File: src/hw/queue_route_pkg.sv
package queue_route_pkg;
  localparam logic [8:0] route_upper_low_half_addr = 9'h17c;
  localparam int route_width = 16;
  localparam logic [15:0] route_reset = 16'h0000;
  localparam logic [5:0] first_queue = 6'h10;
  localparam logic [5:0] last_queue = 6'h1f;
  localparam int queue_count = 64;
  localparam int queues_per_group = 4;
  localparam int group_count = 16;
  localparam int sixteen_port_queue_limit = 32;
endpackage : queue_route_pkg

File: src/hw/egress_queue_port_routing.sv
// Summary of operation
// Bit 0 routes queue 16, up to bit 15 routing queue 31.
// Sixty-four queues form sixteen groups of four consecutive queues.
// Group g serves ports 2g and 2g+1 outside the special case.
// Routing bit zero sends the queue to the group's even port.
// Routing bit one sends the queue to the group's odd port.
// Eight even ports only: software writes all zeros.
// Normal 32-port mode: software writes the alternating pattern.
// Sixteen-port select set: register ignored, port n owns group n.
// Sixteen ports, select clear: only queues 0-31, shared by routing bits.
// Normal 16-port, select clear: software writes the alternating pattern.
// New routing applies only to cells started after the write.
`timescale 1ns/10ps
`default_nettype none
module egress_queue_port_routing
  import queue_route_pkg::*;
(
  input wire logic i_sys_clk,
  input wire logic i_rstn,
  // Register port
  input wire logic [8:0] i_reg_addr,
  input wire logic i_reg_wr,
  input wire logic [15:0] i_reg_wdata,
  output logic [15:0] o_reg_rdata,
  // Mode
  input wire logic i_multi_phy_operation_sixteen,
  input wire logic i_sixteen_port_full_group_select,
  // Scheduler lookup
  input wire logic i_cell_start,
  input wire logic [5:0] i_queue,
  output logic [4:0] o_phy_port,
  output logic o_queue_valid
);
  import queue_route_pkg::*;

  // Whole state of the block, registered as one word
  typedef struct packed {
    logic [15:0] queue_route_upper_low_half;
    logic [15:0] rdata;
    logic [4:0] port;
    logic valid;
  } state_s;

  // How ports own queues
  typedef enum logic [2:0] {
    mode_pair_wide = 3'b001,
    mode_pair_sixteen = 3'b010,
    mode_full_sixteen = 3'b100
  } route_mode_e;

  // Current and next state
  state_s r;
  state_s next_r;

  // Only one word of the map belongs to this block
  function automatic logic addr_hit(input logic [8:0] addr);
    if (addr == route_upper_low_half_addr) begin
      addr_hit = 1'b1;
    end else begin
      addr_hit = 1'b0;
    end
  endfunction : addr_hit

  // Writes elsewhere in the map leave the word alone
  function automatic logic [15:0] merge_write(
    input logic [15:0] old_value,
    input logic wr,
    input logic [8:0] addr,
    input logic [15:0] wdata
  );
    if (wr && addr_hit(addr)) begin
      merge_write = wdata;
    end else begin
      merge_write = old_value;
    end
  endfunction : merge_write

  // Unmapped addresses read as zero
  function automatic logic [15:0] read_value(
    input logic [8:0] addr,
    input logic [15:0] value
  );
    if (addr_hit(addr)) begin
      read_value = value;
    end else begin
      read_value = 16'h0000;
    end
  endfunction : read_value

  // Queues routed by this word
  function automatic logic in_window(input logic [5:0] q);
    logic above_low;
    logic below_high;
    above_low = (q >= first_queue);
    below_high = (q <= last_queue);
    in_window = above_low && below_high;
  endfunction : in_window

  // Four consecutive queues per group
  function automatic logic [3:0] group_of(input logic [5:0] q);
    group_of = q[5:2];
  endfunction : group_of

  // Bit 0 of the word is the first queue of the window
  function automatic logic [3:0] route_index(input logic [5:0] q);
    logic [5:0] offset;
    offset = q - first_queue;
    route_index = offset[3:0];
  endfunction : route_index

  // Routing bit of one queue
  function automatic logic route_bit(
    input logic [15:0] word,
    input logic [3:0] idx
  );
    route_bit = word[idx];
  endfunction : route_bit

  // Select bit only counts in sixteen-port operation
  function automatic route_mode_e decode_mode(
    input logic sixteen,
    input logic sel
  );
    if (!sixteen) begin
      decode_mode = mode_pair_wide;
    end else if (sel) begin
      decode_mode = mode_full_sixteen;
    end else begin
      decode_mode = mode_pair_sixteen;
    end
  endfunction : decode_mode

  // Cleared bit picks the even port, set bit the odd port
  function automatic logic [4:0] pair_port(
    input logic [3:0] grp,
    input logic odd
  );
    pair_port = {grp, odd};
  endfunction : pair_port

  // Port n owns group n outright
  function automatic logic [4:0] full_port(input logic [3:0] grp);
    full_port = {1'b0, grp};
  endfunction : full_port

  // Shared groups in sixteen-port operation stop at the limit
  function automatic logic covered(
    input logic [5:0] q,
    input logic sixteen
  );
    logic below_limit;
    below_limit = (q < 6'(sixteen_port_queue_limit));
    if (sixteen) begin
      covered = in_window(q) && below_limit;
    end else begin
      covered = in_window(q);
    end
  endfunction : covered

  // Next state
  always_comb begin
    logic [3:0] grp;
    logic [3:0] bit_idx;
    logic odd;
    route_mode_e mode;

    grp = 4'h0;
    bit_idx = 4'h0;
    odd = 1'b0;
    mode = mode_pair_wide;
    next_r = r;

    // Register write, one word
    next_r.queue_route_upper_low_half = merge_write(r.queue_route_upper_low_half,
                                                    i_reg_wr, i_reg_addr, i_reg_wdata);

    // Read data trails the address by one cycle
    next_r.rdata = read_value(i_reg_addr, r.queue_route_upper_low_half);

    // Old word used at cell start: a same-cycle write waits for the next cell
    if (i_cell_start) begin
      grp = group_of(i_queue);
      bit_idx = route_index(i_queue);
      odd = route_bit(r.queue_route_upper_low_half, bit_idx);
      mode = decode_mode(i_multi_phy_operation_sixteen, i_sixteen_port_full_group_select);
      // Port choice by ownership mode
      unique case (mode)
        mode_full_sixteen: begin
          next_r.port = full_port(grp);
          next_r.valid = 1'b1;
        end
        mode_pair_sixteen: begin
          next_r.port = pair_port(grp, odd);
          next_r.valid = covered(i_queue, 1'b1);
        end
        mode_pair_wide: begin
          next_r.port = pair_port(grp, odd);
          next_r.valid = covered(i_queue, 1'b0);
        end
      endcase
    end
  end

  always_ff @(posedge i_sys_clk or negedge i_rstn) begin
    if (!i_rstn) begin
      // Fields cleared one by one on reset
      r.queue_route_upper_low_half <= route_reset;
      r.rdata <= 16'h0000;
      r.port <= 5'h00;
      r.valid <= 1'b0;
    end else begin
      r <= next_r;
    end
  end

  // Outputs straight from the state flops
  assign o_reg_rdata = r.rdata;
  assign o_phy_port = r.port;
  assign o_queue_valid = r.valid;
endmodule : egress_queue_port_routing
`default_nettype wire

File: config.mk
export PLATFORM = sky130hd
export DESIGN_NAME = egress_queue_port_routing
export DESIGN_NICKNAME = d
export VERILOG_FILES = /design/src/hw/queue_route_pkg.sv /design/src/hw/egress_queue_port_routing.sv
export SDC_FILE = /design/constraint.sdc
export NUM_CORES = 1
export LEC_CHECK = 0
export ABC_AREA = 1
export BUFFER_PORTS_ARGS = -buffer_cell sky130_fd_sc_hd__buf_4
export CORE_ASPECT_RATIO = 0.8
export CORE_MARGIN = 2
export CORE_UTILIZATION = 30
export DETAILED_ROUTE_END_ITERATION = 12
export PLACE_DENSITY_LB_ADDON = 0.08
export RECOVER_POWER = 25
export REMOVE_ABC_BUFFERS = 1
export SYNTH_ARGS = -nofsm -noshare
export SYNTH_HDL_FRONTEND = slang
export SYNTH_SLANG_ARGS = --single-unit
File: constraint.sdc
create_clock -name i_sys_clk -period 1.7 [get_ports i_sys_clk]
set_input_delay 0.34 -clock i_sys_clk [delete_from_list [all_inputs] [get_ports i_sys_clk]]
set_output_delay 0.34 -clock i_sys_clk [all_outputs]
set_load 0.02 [all_outputs]
==> run_results.csv, run 1 <==
group,metric,value,unit
clock_tree,cts_max_level,2,
place,hpwlAfterDp,2820,um
layout,diodes,0,
worst_setup_path,critPathKind,"flip-flop to output port",
floorplanning,fp.dieH,73.2,um
timing,hold_viol_final,0,
synth,syn_inst,211,
drt,drc,0,
clock_tree,cts_hold_buf,0,
worst_setup_path,path_buf_inv,1,
worst_setup_path,critPathRequiredTime,1.36,ns
drt,vias,1367,
synth,ys_warn_count,0,
worst_setup_path,crit_family,"flip-flops",
floorplanning,start_util,30.7,%
clock_tree,clock_sinks,38,
floorplanning,die_x,90.5,um
worst_setup_path,worstRegToRegCells,6,
synth,synth_edf_count,0,
synth,synthTopCellsByCount,"nand2_1 (56), dfrtp_1 (38), nand3_1 (31), inv_1 (25), buf_4 (22)",
worst_setup_path,arrival,0.83,ns
global_routing,grt_overflow,0,
clock_tree,cts.reportedPaths.clkPinSlew,0.07,ns
floorplanning,ios,59,
timing,period_needed,1.17,ns
drt,routedWlPerCell,11.2,um
worst_setup_path,reg2reg_slack,0.71,ns
worst_setup_path,slowest_delay,0.38,ns
floorplanning,core,5850,um^2
floorplanning,dieArea,6620,um^2
pwr,fin_total_pwr,1.77,mW
clock_tree,tritoncts,"yes",
worst_setup_path,cp-start-kind,"flip-flop",
global_routing,grt_pass1_wl,6240,um
timing,finalMaxSlewViolations,0,
synth,ys_top_cells_by_area,"dfrtp_1 (53%), nand2_1 (12%), buf_4 (9.2%), nand3_1 (8.6%), inv_1 (5.2%)",
clock_tree,cts_root_buffer,"clkbuf_8",
global_routing,antenna_found_initial,0,
layout,final_layout_size_suffix_gt1_share,28.2,%
worst_setup_path,cp_slowest_cell,"dfrtp_1",
timing,rsz0062_at_grt,"no",
layout,synthToLayoutAreaGrowth,24.5,%
pwr,p_per_area,793,nW/um^2
timing,tns,0,ns
global_routing,track_usage,12.2,%
flow_run,maxCapViolCount,0,
timing,relSlewSlack,37.9,%
synth,netlist.area_leader.share,53.0,%
layout,final_nets,288,
place,numPortBuffers,58,
worst_setup_path,crit_path_max_fanout,2,
timing,fmaxAchievable,858,MHz
synth,avgSynthCellArea,8.51,um^2
synth,ys_seq_area_share,53.0,%
worst_setup_path,r2r_start,"r[29]",
floorplanning,rows,25,
clock_tree,cts-buffers-inserted,5,
synth,ys.flop_type,"dfrtp_1",
worst_setup_path,worstPathCellList,"buf_4",
timing,fin_skew,0.00633,ns
pwr,power.leakage,1.18,nW
min_path,hold_class,"input port to async pin",
timing,post-route-period-util,68.5,%
clock_tree,cts_setup_buffers,0,
layout,fillers,636,
synth,synth_top_area_cell,"dfrtp_1",
global_routing,grt_max_degree,39,
worst_setup_path,r2r_end,"o_phy_port[0]",
synth,synthDistinctLibCells,19,
global_routing,grt_pass1_vias,1345,
drt,routed_via_density,4.11,
layout,post-route-util,38.2,%
synth,synth.most_common_cell,"nand2_1",
drt,first_pass_iters,4,
drt,wirelength,3710,um
drt,drtIter0Drc,95,
worst_setup_path,critPathCaptureType,"output port",
clock_tree,cts_resized,0,
timing,worst_pin_slew,0.932,ns
place,globalplace.congestion,0.845,
pwr,peakVddDrop,0.000222,V
synth,netlist_area,1800,um^2
clock_tree,worstSkewPairLatency,0.29,ns
run_status,status,"completed",
synth,ys_seq_elements,38,
drt,ant_nets,0,
clock_tree,clockBufferDepth,2,
synth,async_flop_share,100,%
timing,setup_viol,0,
==> area by class of cell <==
type                       instances  area (um^2)  area share [%]
multi-input combinational        120          547            24.5
tap                               81          101            4.53
sequential                        38          951            42.5
inverter                          26         97.6            4.36
clock buffer                       7         86.3            3.86
timing repair buffer              60          448            20.0
clock inverter                     1         5.00           0.224
==> cell families after synthesis <==
family          after synthesis  share of synthesized area [%]
compound gates                8                           2.72
buf+inv                      53                           16.6
flops                        38                           53.0
simple gates                112                           27.7
==> state kept, by name (all words and copies together) (netlist names) <==
name,count
o_reg_rdata,16
r,16
o_phy_port,5
o_queue_valid,1
==> power breakdown <==
| part | total (mW) | leakage (nW) | switching (mW) | internal [mW] |
|---|---|---|---|---|
| Sequential | 0.947 | 0.518 | 0.0173 | 0.929 |
| Combinational | 0.204 | 0.617 | 0.106 | 0.0976 |
| Clock | 0.623 | 0.0482 | 0.296 | 0.327 |
| Total | 1.77 | 1.18 | 0.419 | 1.35 |
==> routing by layer <==
| layer | GRT usage (%) | part of all wire [%] | vias to the layer above |
|---|---|---|---|
| met3 | 4.86 | 5.7 | 2 |
| met4 | 3.59 | 0.81 | 0 |
| met1 | 15.9 | 48 | 614 |
| met2 | 18.8 | 45 | 41 |
| met5 | 0 | 0 | - |
| li1 | - | - | 710 |
==> how the worst max path moves through the flow <==
stage | startpoint | to | slack [ns] | cells past startpoint
6_report | o_queue_valid | o_queue_valid | 0.53 | 1
5_1_grt | i_reg_addr[0] | r[22] | 0.47 | 7
4_1_cts | o_phy_port[2] | o_phy_port[2] | 0.52 | 1
3_5_place_dp | i_reg_addr[0] | r[23] | 0.26 | 7
3_3_place_gp | i_reg_addr[0] | r[30] | 0.30 | 7
2_1_floorplan | i_reg_addr[7] | r[22] | 0.31 | 5
==> per-stage QoR <==
step	cell area, um^2	hold slack [ns]	std cells	worst slack, ns
after global placement	2150	0.339	325	0.299
after detailed placement	2150	0.342	325	0.262
final	2240	0.178	333	0.535
after floorplan	1600	0.0444	184	0.315
after CTS	2240	0.0256	333	0.518
after global routing	2240	0.250	333	0.468
==> placed cells by master (no fill, tap or decap) <==
cell type / instances
o21ai_0: 2
clkbuf_2: 1
nand2_1: 56
clkinv_2: 1
inv_2: 1
inv_1: 25
nand3_1: 31
nor2_1: 21
a21oi_1: 3
buf_4: 59
dfrtp_1: 38
nand4_1: 1
o22a_1: 1
nand3b_4: 1
o31ai_1: 2
nor3_4: 1
clkbuf_8: 6
clkbuf_1: 1
nand2_4: 1
Note: power is estimated with default switching activity, not from simulation.
==> run 2, diff against run 1 <==
Clock period 1.7 ns to 0.95 ns, I/O delays scaled along.
==> run 2 against run 1 <==
Effect of this change:
- the flow now finishes with violations (negative setup slack)
- clock skew fell by 0.00077 ns
- die area unchanged
- highest routed layer unchanged
- power grew 88%
- routed wire length rose by 15%
- register-to-register slack got worse by 0.72 ns
- setup slack got worse by 0.60 ns
==> run_results.csv, run 2 (synthesized netlist as in run 1, its figures left out) <==
group,metric,value,unit
worst_setup_path,slowest_delay,0.40,ns
run_status,status,"finished, violations left",
clock_tree,cts.reportedPaths.clkPinSlew,0.08,ns
worst_setup_path,path_buf_inv,1,
worst_setup_path,cp-start-kind,"flip-flop",
drt,vias,1509,
floorplanning,rows,25,
flow_run,maxCapViolCount,0,
global_routing,track_usage,13.3,%
timing,hold_viol_final,0,
timing,finalMaxSlewViolations,0,
timing,post-route-period-util,107,%
layout,stdcell_count,362,
drt,routedWlPerCell,11.8,um
timing,hold_ws,0.119,ns
worst_setup_path,crit_family,"flip-flops",
global_routing,grt_overflow,0,
global_routing,grt_max_degree,39,
run_status,violations,"negative setup slack",
layout,post-route-util,44.9,%
pwr,peakVddDrop,0.000491,V
clock_tree,clock_sinks,38,
timing,setup_viol,23,
pwr,fin_total_pwr,3.33,mW
clock_tree,cts_max_level,2,
pwr,power.leakage,1.36,nW
layout,mostFrequentLayoutCell,"buf_4",
place,globalplace.congestion,0.795,
place,numPortBuffers,58,
layout,final_nets,317,
pwr,p_per_area,1270,nW/um^2
floorplanning,dieArea,6620,um^2
clock_tree,worstSkewPairLatency,0.29,ns
timing,timing.final.ws_setup,-0.0650,ns
worst_setup_path,cp_slowest_cell,"dfrtp_1",
min_path,hold_class,"input port to flip-flop",
floorplanning,core,5850,um^2
clock_tree,cts-buffers-inserted,5,
worst_setup_path,critPathRequiredTime,0.76,ns
timing,worst_pin_slew,0.492,ns
floorplanning,die_x,90.5,um
global_routing,grt_pass1_wl,6760,um
drt,drc,0,
global_routing,antenna_found_initial,0,
floorplanning,ios,59,
drt,wirelength,4270,um
place,place_inst,347,
timing,relSlewSlack,67.2,%
worst_setup_path,critPathKind,"flip-flop to output port",
layout,final_cell_mix,"buf_4 (59), nand2_1 (54), dfrtp_1 (38), buf_6 (24)",
clock_tree,cts_root_buffer,"clkbuf_8",
timing,fin_skew,0.00556,ns
worst_setup_path,crit_path_max_fanout,2,
global_routing,grt_pass1_vias,1505,
timing,tns,-0.943,ns
floorplanning,fp.dieH,73.2,um
drt,ant_nets,0,
drt,routed_via_density,4.17,
worst_setup_path,worstPathCellList,"buf_6",
timing,period_needed,1.02,ns
layout,final_layout_size_suffix_gt1_share,39.1,%
layout,synthToLayoutAreaGrowth,46.3,%
timing,fmaxAchievable,985,MHz
layout,diodes,0,
drt,drtIter0Drc,67,
drt,first_pass_iters,5,
place,hpwlAfterDp,2950,um
clock_tree,tritoncts,"yes",
worst_setup_path,arrival,0.83,ns
floorplanning,start_util,30.7,%
timing,rsz0062_at_grt,"yes",
clock_tree,clockBufferDepth,2,
worst_setup_path,critPathCaptureType,"output port",
==> run 2: stage by stage <==
stage	setup slack, ns	cell area [um^2]
4_1_cts	-0.0820	2520
5_1_grt	-0.0999	2630
3_5_place_dp	-0.260	2310
2_1_floorplan	-0.285	1600
6_report	-0.0650	2630
3_3_place_gp	-0.216	2310
==> run 2: path summary, 6_finish.rpt <==
| path | start | to | slack, ns | depth (start not counted) |
|---|---|---|---|---|
| worst max-delay path | o_phy_port[4] | o_phy_port[4] | -0.07 | 1 |
| worst min-delay path | i_reg_wdata[8] | r[30] | 0.12 | 3 |
| worst max register to register | r[27] | o_phy_port[0] | -0.01 | 6 |
| worst min register to register | o_queue_valid | o_queue_valid | 0.51 | 2 |
| max in group asynchronous | i_rstn | r[27] | 0.20 | 2 |
| min in group asynchronous | i_rstn | o_reg_rdata[8] | 0.40 | 2 |
==> run 2: what timing repair did <==
item	CTS	global route
resized for setup	26	14
setup endpoints to repair	23	39
pin swaps	5	8
hold buffers	1	0
endpoints found under the hold margin	38	0
setup buffers	0	4
gates cloned	0	2
==> run 2: layout make-up <==
cell class	instances	area (um^2)
sequential	38	951
clock buffer	7	86.3
timing repair buffer	88	774
fill	623	3220
clock inverter	1	5.00
inverter	26	97.6
tap	81	101
multi-input combinational	121	612
==> run 2: report_power, final <==
group	internal [mW]	switching [mW]	total, mW
Clock	0.586	0.569	1.15
Combinational	0.254	0.226	0.479
Sequential	1.66	0.0312	1.69
==> run 2: per-layer routing <==
metal  up-vias  share of wire, %  wire (um)  GRT usage (%)
met3         8               5.3        228           3.31
met2        46                44       1870           20.2
met4         0               2.0         85           6.67
li1        769                 -          -              -
met5         -                 0          0              0
met1       686                49       2090           17.9
